## src/core/adc_pair_pkg.sv

```systemverilog
// Function
// - when a pair's irq enable bit is set, completion of that pair's conversion sets its status bit, raising irq if its mask bit is set; otherwise none.
// - a pair's pending flag is set when the trigger source selected for that pair is asserted.
// - the pending flag reads one while the pair's conversion is outstanding and returns to zero on completion.
// - writing one to a pair's software trigger bit starts its conversion only when the select chooses the individual software trigger.
// - hardware clears the software trigger bit in the same event that sets the pending flag.
// - bits 12 to 8 select the high pair's trigger source and bits 7 to 0 hold the same layout for the low pair.
// - select codes 0 to 12 are none, individual soft, global soft, pwm special event, pwm 1-8 primary, timer1 period.
// - select codes 13 to 31 are pwm secondary special event, pwm 1-9 secondary, pwm 1-8 current limit, timer2 period.
package adc_pair_pkg;
    localparam logic [3:0]  ctrl_offset    = 4'h0;
    localparam logic [3:0]  irq_stat_offset = 4'h4;
    localparam logic [3:0]  irq_mask_offset = 4'h8;
    localparam logic [15:0] ctrl_reset     = 16'h0000;
    localparam int          hi_base        = 8;
    localparam int          lo_base        = 0;
    localparam int          irq_en_pos     = 7;
    localparam int          pend_pos       = 6;
    localparam int          swtrg_pos      = 5;
    localparam logic [4:0]  sel_none       = 5'h00;
    localparam logic [4:0]  sel_soft       = 5'h01;
    localparam logic [4:0]  sel_global     = 5'h02;
    localparam logic [4:0]  sel_pwm_sevt   = 5'h03;
    localparam logic [4:0]  sel_pwm_pri    = 5'h04;
    localparam logic [4:0]  sel_timer1     = 5'h0c;
    localparam logic [4:0]  sel_pwm_ssevt  = 5'h0d;
    localparam logic [4:0]  sel_pwm_sec    = 5'h0e;
    localparam logic [4:0]  sel_pwm_cl     = 5'h17;
    localparam logic [4:0]  sel_timer2     = 5'h1f;

    typedef struct packed {
        logic [8:0] pwm_cl;
        logic [8:0] pwm_sec;
        logic [7:0] pwm_pri;
        logic       pwm_sevt;
        logic       pwm_ssevt;
        logic       global_soft;
        logic       timer1;
        logic       timer2;
    } trig_src_t;

    typedef struct packed {
        logic       irq_enable;
        logic       pending;
        logic       soft_trigger;
        logic [4:0] trigger_select;
    } pair_ctrl_t;
endpackage

```

## src/core/adc_pair_trigger_control.sv

```systemverilog
`timescale 1ns/1ps
`default_nettype none
module adc_pair_trigger_control
    import adc_pair_pkg::*;
(
    input  wire logic        core_clk,
    input  wire logic        resetn,
    input  wire logic [3:0]  avs_address,
    input  wire logic        avs_read,
    input  wire logic        avs_write,
    input  wire logic [31:0] avs_writedata,
    input  wire logic [3:0]  avs_byteenable,
    output logic      [31:0] avs_readdata,
    output logic             avs_waitrequest,
    input  wire trig_src_t   trig_src,
    input  wire logic [1:0]  conv_done,
    output logic      [1:0]  conv_start,
    output logic             irq
);
    pair_ctrl_t  pair_q [2];
    logic [1:0]  stat_q;
    logic [1:0]  mask_q;
    logic        ack_q;
    logic [1:0]  start_ev;
    logic [1:0]  soft_ev;
    logic [1:0]  done_ev;
    logic        acc;
    logic        rd_acc;
    logic        wr_ctrl;
    logic        wr_stat;
    logic        wr_mask;
    logic [31:0] rd_word;

    // a request is taken once; ack_q hides it while waitrequest is low
    assign acc     = (avs_read | avs_write) & ~ack_q;
    assign rd_acc  = acc & avs_read;
    assign wr_ctrl = acc & avs_write & (avs_address == ctrl_offset);
    assign wr_stat = acc & avs_write & (avs_address == irq_stat_offset) & avs_byteenable[0];
    assign wr_mask = acc & avs_write & (avs_address == irq_mask_offset) & avs_byteenable[0];

    // select decode: true when the chosen source fires
    function automatic logic src_hit(
        input logic [4:0] s,
        input trig_src_t  t,
        input logic       sw
    );
        logic h;
        h = 1'h0;
        if (s == sel_soft) begin
            h = sw;
        end else if (s == sel_global) begin
            h = t.global_soft;
        end else if (s == sel_pwm_sevt) begin
            h = t.pwm_sevt;
        end else if (s >= sel_pwm_pri && s < sel_timer1) begin
            h = t.pwm_pri[3'(s - sel_pwm_pri)];
        end else if (s == sel_timer1) begin
            h = t.timer1;
        end else if (s == sel_pwm_ssevt) begin
            h = t.pwm_ssevt;
        end else if (s >= sel_pwm_sec && s < sel_pwm_cl) begin
            h = t.pwm_sec[4'(s - sel_pwm_sec)];
        end else if (s >= sel_pwm_cl && s < sel_timer2) begin
            h = t.pwm_cl[4'(s - sel_pwm_cl)];
        end else if (s == sel_timer2) begin
            h = t.timer2;
        end
        return h;
    endfunction

    generate
        for (genvar i = 0; i < 2; i++) begin : g_pair
            // byte lane i carries pair i: lane 1 the high pair, lane 0 the low pair
            localparam int b       = (i == 1) ? hi_base : lo_base;
            localparam int en_bit  = b + irq_en_pos;
            localparam int pd_bit  = b + pend_pos;
            localparam int sw_bit  = b + swtrg_pos;
            localparam int sel_msb = b + 4;
            logic       byte_wr;
            logic       sw_req;
            logic       src_fire;
            logic       irq_en_q;
            logic       pend_q;
            logic       swtrg_q;
            logic [4:0] sel_q;

            assign byte_wr     = wr_ctrl & avs_byteenable[i];
            assign soft_ev[i]  = byte_wr & avs_writedata[sw_bit];
            assign sw_req      = soft_ev[i] | swtrg_q;
            assign src_fire    = src_hit(sel_q, trig_src, sw_req);
            // idle pair only; a trigger while pending is dropped, except a written soft trigger bit, which stays set
            assign start_ev[i] = ~pend_q & src_fire;
            assign done_ev[i]  = conv_done[i] & pend_q;
            // read-back view of the pair's four fields
            assign pair_q[i]   = '{irq_enable:     irq_en_q,
                                   pending:        pend_q,
                                   soft_trigger:   swtrg_q,
                                   trigger_select: sel_q};

            always_ff @(posedge core_clk) begin
                if (!resetn) begin
                    irq_en_q <= ctrl_reset[en_bit];
                end else if (byte_wr) begin
                    irq_en_q <= avs_writedata[en_bit];
                end
            end

            always_ff @(posedge core_clk) begin
                if (!resetn) begin
                    sel_q <= ctrl_reset[sel_msb:b];
                end else if (byte_wr) begin
                    sel_q <= avs_writedata[sel_msb:b];
                end
            end

            // a start clears the bit even when it is written in the same cycle
            always_ff @(posedge core_clk) begin
                if (!resetn) begin
                    swtrg_q <= ctrl_reset[sw_bit];
                end else if (start_ev[i]) begin
                    swtrg_q <= 1'h0;
                end else if (byte_wr) begin
                    swtrg_q <= avs_writedata[sw_bit];
                end
            end

            // read-only to software; a start beats a completion in the same cycle
            always_ff @(posedge core_clk) begin
                if (!resetn) begin
                    pend_q <= ctrl_reset[pd_bit];
                end else if (start_ev[i]) begin
                    pend_q <= 1'h1;
                end else if (done_ev[i]) begin
                    pend_q <= 1'h0;
                end
            end
        end
    endgenerate

    // start pulse to the converter, one cycle per accepted trigger
    always_ff @(posedge core_clk) begin
        if (!resetn) begin
            conv_start <= 2'h0;
        end else begin
            conv_start <= start_ev;
        end
    end

    // sticky completion status, bit 1 the high pair; a completion beats a clear
    always_ff @(posedge core_clk) begin
        if (!resetn) begin
            stat_q <= 2'h0;
        end else begin
            for (int i = 0; i < 2; i++) begin
                if (done_ev[i] & pair_q[i].irq_enable) begin
                    stat_q[i] <= 1'h1;
                end else if (wr_stat & avs_writedata[i]) begin
                    stat_q[i] <= 1'h0;
                end
            end
        end
    end

    // mask register, same layout as the status register
    always_ff @(posedge core_clk) begin
        if (!resetn) begin
            mask_q <= 2'h0;
        end else if (wr_mask) begin
            mask_q <= avs_writedata[1:0];
        end
    end

    // level interrupt, one cycle behind status and mask
    always_ff @(posedge core_clk) begin
        if (!resetn) begin
            irq <= 1'h0;
        end else begin
            irq <= |(stat_q & mask_q);
        end
    end

    // read mux; unmapped offsets read as zero
    always_comb begin
        rd_word = 32'h0000_0000;
        unique case (avs_address)
            ctrl_offset:     rd_word = {16'h0000, pair_q[1], pair_q[0]};
            irq_stat_offset: rd_word = {30'h0, stat_q};
            irq_mask_offset: rd_word = {30'h0, mask_q};
            default:         rd_word = 32'h0000_0000;
        endcase
    end

    // one wait cycle per access: taken at the first edge, answered the cycle after
    always_ff @(posedge core_clk) begin
        if (!resetn) begin
            ack_q <= 1'h0;
        end else begin
            ack_q <= acc;
        end
    end

    // data captured at the taking edge, stands while waitrequest is low
    always_ff @(posedge core_clk) begin
        if (!resetn) begin
            avs_readdata <= 32'h0000_0000;
        end else if (rd_acc) begin
            avs_readdata <= rd_word;
        end
    end

    always_ff @(posedge core_clk) begin
        if (!resetn) begin
            avs_waitrequest <= 1'b1;
        end else begin
            avs_waitrequest <= ~acc;
        end
    end
endmodule // adc_pair_trigger_control
`default_nettype wire

```

## config.mk

```make
export PLATFORM = sky130hd
export DESIGN_NAME = adc_pair_trigger_control
export DESIGN_NICKNAME = d
export VERILOG_FILES = /design/src/core/adc_pair_pkg.sv /design/src/core/adc_pair_trigger_control.sv
export SDC_FILE = /design/constraint.sdc
export NUM_CORES = 1
export LEC_CHECK = 0
export ABC_AREA = 1
export CORE_MARGIN = 1
export CORE_UTILIZATION = 60
export DETAILED_ROUTE_END_ITERATION = 12
export DONT_BUFFER_PORTS = 1
export PLACE_DENSITY = 0.85
export SLEW_MARGIN = 30
export SYNTH_ARGS = -nofsm -noshare
export SYNTH_HDL_FRONTEND = slang
export SYNTH_SLANG_ARGS = --single-unit
```

## constraint.sdc

```tcl
create_clock -name core_clk -period 2.2 [get_ports core_clk]
set_clock_uncertainty 0.15 [all_clocks]
set_input_delay 0.22 -clock core_clk [delete_from_list [all_inputs] [get_ports core_clk]]
set_output_delay 0.22 -clock core_clk [all_outputs]
set_load 0.02 [all_outputs]
```

-- Word level (Yosys, flattened, before mapping)
Cells that the tools add are included.
- flip-flop bits (word level): 57
- output and inout port bits: 36
- word-level logic and storage cells: 136
- input port bits: 77
- bitwise gates (word level): 29
- reductions and logical operators: 14
- equal/unequal tests: 14
- magnitude comparators: 18
- add/sub/neg operators: 6
- mux-type cells: 39
- operators by type and width (operator ; count):
    16-bit one-hot mux with 3 select lines ; 1
    1-bit 2-to-1 mux ; 32
    1-bit AND ; 20
    5-bit by 2-bit == test with 1-bit output (second input constant) ; 4
    5-bit by 4-bit == test with 1-bit output (second input constant) ; 4
    4-bit by 5-bit less-than comparator with 1-bit output (second input constant) ; 4
    5-bit less-than comparator (second input constant) ; 4
    1-bit binary-select mux with 4-bit select ; 4
    5-bit by 1-bit == test with 1-bit output (second input constant) ; 2
    5-bit == test (second input constant) ; 2
    5-bit by 3-bit >= comparator with 1-bit output (second input constant) ; 2
    5-bit by 4-bit >= comparator with 1-bit output (second input constant) ; 2
    5-bit >= comparator (second input constant) ; 2
    5-bit by 4-bit less-than comparator with 1-bit output (second input constant) ; 2
    3-bit by 4-bit less-than comparator with 1-bit output (second input constant) ; 2
    2-bit nonzero test ; 4
    4-bit by 3-bit subtractor with 4-bit output (second input constant) ; 2
    4-bit subtractor (second input constant) ; 2
    1-bit binary-select mux with 3-bit select ; 2
    1-bit logical AND ; 6
    2-bit OR reduction ; 3
    3-bit subtractor (second input constant) ; 2
    1-bit inverter ; 5
    4-bit by 3-bit == test with 1-bit output (second input constant) ; 1
    4 further kinds ; 6

-- Depth between registers and ports, before layout
Gate-level depths: netlist (run 1).
- depth in word-level cells: 13
- mapped depth: 17
- mapped depth without buffers: 16

-- Worst setup path after synthesis (run 1)
Ideal clock, no wire load.
- path type: reg2reg
- from: reg g_pair[1].sel_q[0]
- to: reg g_pair[1].pend_q
- required time: 1.935 ns
- path buffers: 1
- library setup time: 0.115 ns
- arrival time: 1.728 ns
- cell stages (with the launch flop): 18
- setup slack: 0.207 ns
- cells stage by stage: dfxtp_1 > inv_2 > buf_6 > ha_1 > inv_1 > nand3_1 > nand2_1 > nand2_1 > nand2_1 > a21oi_2 > nand2_1 > nand2_1 > nand2_1 > nand2_1 > nand2_1 > nand2_1 > nand3_1 > nand2_1
- cells in the longest elaborated chain, start to end: 13
- RTL lines (what ; RTL line ; RTL):
    start, declared ; adc_pair_trigger_control.sv:85 ; logic [4:0] sel_q;
    start signal, assigned ; adc_pair_trigger_control.sv:110 ; sel_q <= ctrl_reset[sel_msb:b];
    start signal, assigned ; adc_pair_trigger_control.sv:112 ; sel_q <= avs_writedata[sel_msb:b];
    4-bit by 3-bit subtractor with 4-bit output ; adc_pair_trigger_control.sv:64 ; h = t.pwm_cl[4'(s - sel_pwm_cl)];
    1-bit binary-select mux with 4-bit select ; adc_pair_trigger_control.sv:64 ;
    1-bit 2-to-1 mux (not written as such) ; adc_pair_trigger_control.sv:64 ;
    1-bit 2-to-1 mux ; adc_pair_trigger_control.sv:63 ; end else if (s >= sel_pwm_cl && s < sel_timer2) begin
    1-bit 2-to-1 mux ; adc_pair_trigger_control.sv:61 ; end else if (s >= sel_pwm_sec && s < sel_pwm_cl) begin
    1-bit 2-to-1 mux ; adc_pair_trigger_control.sv:59 ; end else if (s == sel_pwm_ssevt) begin
    1-bit 2-to-1 mux ; adc_pair_trigger_control.sv:57 ; end else if (s == sel_timer1) begin
    1-bit 2-to-1 mux ; adc_pair_trigger_control.sv:55 ; end else if (s >= sel_pwm_pri && s < sel_timer1) begin
    1-bit 2-to-1 mux ; adc_pair_trigger_control.sv:53 ; end else if (s == sel_pwm_sevt) begin
    1-bit 2-to-1 mux ; adc_pair_trigger_control.sv:51 ; end else if (s == sel_global) begin
    1-bit 2-to-1 mux * ; adc_pair_trigger_control.sv:49 ; if (s == sel_soft) begin
    1-bit AND * ; adc_pair_trigger_control.sv:92 ; assign start_ev[i] = ~pend_q & src_fire;
    1-bit 2-to-1 mux or 2-bit nonzero test (tied branches) ; -- ;
    end signal, assigned ; adc_pair_trigger_control.sv:130 ; pend_q <= ctrl_reset[pd_bit];
    end, declared ; adc_pair_trigger_control.sv:83 ; logic pend_q;
Every way passes the cells marked *; elsewhere a longest branch is shown, timed or not. The select of a mux whose other input is x is not followed.
A chain may end at the register's enable or synchronous reset.

-- Final worst setup path (run 1)
- from: reg g_pair[0].sel_q[1]
- to: reg g_pair[0].pend_q
- cells in the longest elaborated chain, start to end: 13
- RTL lines (what ; RTL line):
    start, declared ; adc_pair_trigger_control.sv:85
    start signal, assigned ; adc_pair_trigger_control.sv:110
    start signal, assigned ; adc_pair_trigger_control.sv:112
    4-bit by 3-bit subtractor with 4-bit output ; adc_pair_trigger_control.sv:64
    1-bit binary-select mux with 4-bit select ; adc_pair_trigger_control.sv:64
    1-bit 2-to-1 mux (not written as such) ; adc_pair_trigger_control.sv:64
    1-bit 2-to-1 mux ; adc_pair_trigger_control.sv:63
    1-bit 2-to-1 mux ; adc_pair_trigger_control.sv:61
    1-bit 2-to-1 mux ; adc_pair_trigger_control.sv:59
    1-bit 2-to-1 mux ; adc_pair_trigger_control.sv:57
    1-bit 2-to-1 mux ; adc_pair_trigger_control.sv:55
    1-bit 2-to-1 mux ; adc_pair_trigger_control.sv:53
    1-bit 2-to-1 mux ; adc_pair_trigger_control.sv:51
    1-bit 2-to-1 mux * ; adc_pair_trigger_control.sv:49
    1-bit AND * ; adc_pair_trigger_control.sv:92
    1-bit 2-to-1 mux or 2-bit nonzero test (tied branches) ; --
    end signal, assigned ; adc_pair_trigger_control.sv:130
    end, declared ; adc_pair_trigger_control.sv:83
Marked as above.

==> metrics, run 1 <==
Post-synth ARST share=0; crit-path max FO=7; crit path DAT=2.04 ns; Synth cell types=30; HPWL Detailed=4870 µm; clk sinks=41; DRT antenna net count=0; f_max=502 MHz; htree depth=2; slew margin rel.=0.537; kind of critical path=flop to flop; Routability Congestion=1.06; area share of the largest cell type after synthesis=0.303; fin crit period=1.99 ns; Synth top cells by count=128 x nand2_1, 43 x inv_1, 41 x dfxtp_1; Gate Count Post-Synth=426; Slew @ Worst Pin=~0.69 ns; mean routed wirelength per cell=between 10 and 15 µm; RSZ-0062 raised after global routing=false; Synth Area in XOR/XNOR=0.00969; status=completed; # diodes=0; Leak Pwr=1.32 nW; period utilization=0.906; area delta synth->final=10.2%; row count=24; CTS tree=done; Yosys reg bits=41; Cell Area, Synth=~0.0027 mm²; port buffer count=0; Final WS setup=0.207 ns; die height=69.2 µm; full die area=0.00479 mm²; clock-pin slew on the worst setup and hold paths=0.08 ns; # DRC=0; CP Cell Sequence=inv_1 -> ha_1 -> inv_1 -> nand3_1 -> nand3_1 -> nand3_1 -> nand2_1 -> inv_1 -> nand2_1 -> nand2_1 -> nand2_1 -> nand2_1 -> nand2_1 -> nand2_2 -> nand3_2 -> nand2_1; fraction of layout cells with a size suffix above 1=0.0880; Post-synth EDFFs=0; fin nets=about 530; mean post-synth cell area=6.36 µm²; via count=2713; adder-cell share of the synthesized area=0.0461; Setup crit end kind=flop; CTS max path bufs=2; pwr/cell area=542 mW/mm²; IO Pins=113; CP max stage cell=dfxtp_1; Core Box Area=between 0.004 and 0.005 mm²; Synth area leader=dfxtp_1; 1st-iter DRT viols=roughly 210; Slew Viols, Final=0; vias in the first global route=2478; Top cell by count, worst path=nand2_1; Die X=about 69 µm; clock root buffer=clkbuf_8; max cap viols=0; Total Wirelength=about 6600 µm; gr ovfl total=0; Initial Util=0.623; most common cell in the synthesized netlist=nand2_1; antenna violations before repair=0; Min-Delay Path Class=input pin to flop; Crit path required time=2.25 ns; global-route wire length before repair=about 11000 µm; Setup TNS=0 ns; synth warn=0; critical path's largest stage delay=around 0.47 ns; Fillers=401; pre-CTS setup slack=between 0.15 and 0.2 ns; startpoint types=flop; Initial DRT Pass Iterations=5; clk_lat worst skew=0.30 ns; ys flop type=dfxtp_1; GR Util All Layers=0.287; final setup violation count=0; main combinational cell family by area after synthesis=simple AND/OR/NAND/NOR gates; Via density=5.48; Synth Area in Compound Gates=0.164; Synth area leaders=dfxtp_1 30%, nand2_1 18%, a21oi_1 7.2%; sequential element share of the synthesized area=0.303; Peak VDD IR=0.500 mV; TritonCTS Buffers=5; mux share of post-synthesis cell area=0; largest net degree at the start of global routing=21; simple-gate portion of the synthesized area=0.329; final hold violations=0
critical path: cells and delay by family, from the launching register on:
family,cells,cell delay [ns]
AND/OR/NAND/NOR,12,0.75
flip-flops,1,0.47
adder cells (fa/ha/maj),1,0.33
buffers and inverters,3,0.21
where the power goes:
part	internal (mW)	leakage (nW)	switching (mW)
combinational	0.0501	0.924	0.0922
clock	0.451	0.0681	0.270
sequential	0.747	0.332	0.00874
total	1.25	1.32	0.371
stage by stage:
step	instances	power [mW]	area (µm²)	hold slack, ns	util
after global placement	473	0.886	2710	0.199	0.622
after global routing	495	1.68	2990	0.00920	0.686
after CTS	495	1.63	2980	0.00607	0.685
after floorplan	441	0.898	2770	0.205	-
final	495	1.62	2990	0.00405	0.686
after detailed placement	473	0.890	2710	0.212	0.622
layer usage:
layer	vias to the layer above	global-route usage	routed length, µm
li1	1368	-	-
met5	-	0.0333	0
met2	118	0.481	3120
met4	0	0.116	192
met3	21	0.0727	516
met1	1206	0.347	2750
registers in the layout, indices dropped and copies added, names as in the netlist:
name / cells
mask_q: 2
g_pair.sel_q: 10
avs_readdata: 16
g_pair.swtrg_q: 2
avs_waitrequest: 1
g_pair.pend_q: 2
g_pair.irq_en_q: 2
ack_q: 1
conv_start: 2
stat_q: 2
irq: 1
final timing paths:
| check | start | endpoint | cells after the start | slack (ns) |
|---|---|---|---|---|
| min reg2reg | stat_q[1]$_SDFFE_PN0P_ | irq$_SDFF_PN0_ | 2 | 0.32 |
| max | g_pair[0].sel_q[1]$_SDFFE_PN0P_ | g_pair[0].pend_q$_SDFFE_PN0P_ | 16 | 0.21 |
| min | avs_writedata[10] | g_pair[1].sel_q[2]$_SDFFE_PN0P_ | 2 | 0.004 |
| max reg2reg | g_pair[0].sel_q[1]$_SDFFE_PN0P_ | g_pair[0].pend_q$_SDFFE_PN0P_ | 16 | 0.21 |
cells in the final DEF (no fill, tap or decap), types with 4 or more instances in the layout:
| master | instances |
|---|---|
| dfxtp_1 | 39 |
| nor3_1 | 6 |
| nor2_1 | 27 |
| nand2_1 | 128 |
| o21ai_0 | 27 |
| dlygate4sd3_1 | 14 |
| a21oi_1 | 39 |
| ha_1 | 10 |
| conb_1 | 16 |
| inv_2 | 6 |
| nand3_1 | 32 |
| inv_1 | 43 |
| buf_4 | 12 |
| clkbuf_8 | 5 |
| nand4_1 | 4 |
cells by family after synthesis:
family / after synthesis
buf+inv: 81
flops: 41
compound gates: 81
other cells: 1
fa+ha+maj: 10
xor+xnor: 3
simple gates: 209
final cells by class:
| class | count | area [µm²] | share of cell area |
|---|---|---|---|
| clock buffer | 5 | 68.8 | 0.0230 |
| clock inverter | 3 | 65.1 | 0.0218 |
| inverter | 49 | 184 | 0.0616 |
| multi-input combinational | 319 | 1550 | 0.518 |
| sequential | 41 | 826 | 0.276 |
| tap | 52 | 65.1 | 0.0218 |
| timing repair buffer | 26 | 230 | 0.0771 |
repair_timing:
item / 4_1_cts / 5_1_grt
hold buffers: 14 / 0
setup endpoints to repair: 0 / 3
gates resized for setup: 0 / 4
endpoints found under the hold margin: 22 / 0
setup buffers: 0 / 0
No activity file was read; power rests on OpenSTA's default activity.
==> inputs of run 2 (changes only) <==
SETUP_SLACK_MARGIN = 0.4   (was default)
==> metrics, run 2 (synthesis results as in run 1) <==
Min-Delay Path Class=input pin to flop; failing checks=negative hold slack; HP Start=resetn; gr ovfl total=0 (unchanged); # DRC=0 (unchanged); clk_lat worst skew=0.29 ns (about the same); Slew Viols, Final=0 (unchanged); startpoint types=flop; Via density=5.50 (+0.41%); DRT antenna net count=0 (unchanged); IO Pins=113 (unchanged); Final Hold Slack=-0.0932 ns (-0.0973 ns); GR Util All Layers=0.284 (-0.00314); 1st-iter DRT viols=155 (-26%); status=complete, but fails checks; crit-path max FO=6 (-1); CP Cell Sequence=clkinvlp_4 -> ha_4 -> nand3_1 -> nand3_2 -> nand3_2 -> nand2_1 -> inv_1 -> nand2_1 -> nand2_1 -> nand2_1 -> nand2_1 -> nand2_1 -> nand2_2 -> nand3_2 -> nand2_1; Die X=69.2 µm (unchanged); kind of critical path=flop to flop; Placed Area=0.00272 mm² (+0.46%); RSZ-0062 raised after global routing=true; via count=2702 (-0.41%); Total Wirelength=6670 µm (+1.3%); CP max stage cell=dfxtp_4; die height=69.2 µm (unchanged); Peak VDD IR=0.525 mV (+5.0%); final hold violations=20 (+20); htree depth=2 (unchanged); area delta synth->final=12.2%; top flop regs=avs_readdata (16), g_pair.sel_q (10); Initial DRT Pass Iterations=6 (+1); critical path's largest stage delay=0.40 ns (-0.07 ns); CTS max path bufs=2 (unchanged); Hold Path Stages=2 (unchanged); WP buf/inv=2 (-1); Core Box Area=0.00435 mm² (unchanged); period utilization=0.846 (-0.0597); R2R cell count=15 (-1); crit path DAT=1.90 ns (-0.14 ns); Setup crit end kind=flop; Routability Congestion=0.901 (-15%); Initial Util=0.623 (unchanged); clock root buffer=clkbuf_8; RR Endpoint=g_pair[0].pend_q$_SDFFE_PN0P_; slew margin rel.=0.577 (+0.0402); # diodes=0 (unchanged); TritonCTS Buffers=5 (unchanged); clock-pin slew on the worst setup and hold paths=0.08 ns (about the same); CTS tree=done; Hold Path Sink=g_pair[0].swtrg_q$_SDFFE_PP0P_; cell family with most CP delay=simple AND/OR/NAND/NOR gates; Crit path required time=2.24 ns (about the same); pwr/cell area=495 mW/mm² (-8.6%); mean routed wirelength per cell=13.6 µm (+2.1%); most common cell after layout, fill and taps aside=nand2_1; fraction of layout cells with a size suffix above 1=0.162 (+0.0737); most frequent cells in the layout=126 x nand2_1, 39 x inv_1, 38 x a21oi_1, 36 x dfxtp_1, 27 x o21ai_0; final instance area=0.00304 mm² (+1.8%); clk sinks=41 (unchanged); Slew @ Worst Pin=0.633 ns (-0.0587 ns); max reg flops=16 (unchanged); port buffer count=0 (unchanged); vias in the first global route=2622 (+5.8%); final setup violation count=0 (unchanged); Top cell by count, worst path=nand2_1; Setup TNS=0 ns (unchanged); Biggest register=avs_readdata; fin crit period=1.86 ns (-0.131 ns); global-route wire length before repair=11200 µm (+0.57%); R2R setup slack=0.34 ns (+0.13 ns); fin nets=525 (-0.76%); reg2reg start=g_pair[0].sel_q[1]$_SDFFE_PN0P_; row count=24 (unchanged); antenna violations before repair=0 (unchanged); fin util=0.699 (+0.0124); final non-filler cell total=491 (-0.81%); placed insts=470 (-0.63%); Leak Pwr=1.33 nW (about the same); full die area=0.00479 mm² (unchanged); largest net degree at the start of global routing=22 (+4.8%); HPWL Detailed=4850 µm (-0.35%); max cap viols=0 (unchanged); f_max=537 MHz (+7.0%)
==> run 2: cell types whose count changed in the layout (fill, tap and decap cells not counted), moves of 4 or more <==
cell,before,now
dlygate4sd3_1,14,4
nand3_1,32,24
nand3_2,2,10
buf_4,12,17
ha_1,10,5
inv_1,43,39
==> run 2: how the worst max path moves through the flow <==
stage | startpoint | endpoint | slack, ns | depth (start not counted)
2_1_floorplan | g_pair[1].sel_q[0]$_SDFFE_PN0P_ | g_pair[1].pend_q$_SDFFE_PN0P_ | 0.40 | 17
3_3_place_gp | g_pair[0].sel_q[1]$_SDFFE_PN0P_ | g_pair[0].pend_q$_SDFFE_PN0P_ | 0.23 | 16
3_5_place_dp | g_pair[0].sel_q[1]$_SDFFE_PN0P_ | g_pair[0].pend_q$_SDFFE_PN0P_ | 0.20 | 16
4_1_cts | g_pair[0].sel_q[1]$_SDFFE_PN0P_ | g_pair[0].pend_q$_SDFFE_PN0P_ | 0.32 | 16
5_1_grt | g_pair[0].sel_q[1]$_SDFFE_PN0P_ | g_pair[0].pend_q$_SDFFE_PN0P_ | 0.19 | 16
6_report | g_pair[0].sel_q[1]$_SDFFE_PN0P_ | g_pair[0].pend_q$_SDFFE_PN0P_ | 0.34 | 15
==> run 2: area by class of cell <==
| cell class | count | area (µm²) |
|---|---|---|
| inverter | 49 | 193 |
| fill | 343 | 1310 |
| clock buffer | 7 | 119 |
| clock inverter | 1 | 5.00 |
| sequential | 41 | 837 |
| tap | 52 | 65.1 |
| multi-input combinational | 319 | 1640 |
| timing repair buffer | 22 | 179 |
==> run 2: per-layer routing <==
metal | GRT usage | wire length, µm | up-vias
met5 | 0 | 0 | -
met3 | 0.0872 | 468 | 16
li1 | - | - | 1359
met1 | 0.348 | 2840 | 1230
met4 | 0.102 | 125 | 0
met2 | 0.468 | 3240 | 97
==> run 2: what timing repair did <==
action | CTS | global route
hold buffers | 3 | 1
setup buffers | 9 | 0
setup endpoints to repair | 6 | 17
endpoints found under the hold margin | 22 | 20
pin swaps | 7 | 4
resized for setup | 19 | 9
==> run 2: power by group <==
part | switching [mW] | internal (mW) | total, mW
registers | 0.00876 | 0.744 | 0.752
clock network | 0.264 | 0.359 | 0.624
logic | 0.0896 | 0.0407 | 0.130
==> run 2: worst reg2reg max path, cell delays in order, from the launching register on <==
cell and delay [ns]:
dfxtp_4 0.40, clkinvlp_4 0.14, ha_4 0.30, nand3_1 0.08, nand3_2 0.08, nand3_2 0.06
nand2_1 0.05, inv_1 0.03, nand2_1 0.05, nand2_1 0.06, nand2_1 0.06, nand2_1 0.04
nand2_1 0.06, nand2_2 0.06, nand3_2 0.08, nand2_1 0.05
==> run 2: through the flow <==
stage                     total power [mW]  setup slack, ns  hold WS [ns]
after CTS                             1.51            0.322        -0.105
after global placement               0.885            0.229         0.196
after floorplan                      0.897            0.399         0.205
final                                 1.51            0.338       -0.0932
after detailed placement             0.888            0.202         0.208
after global routing                  1.56            0.185        -0.103
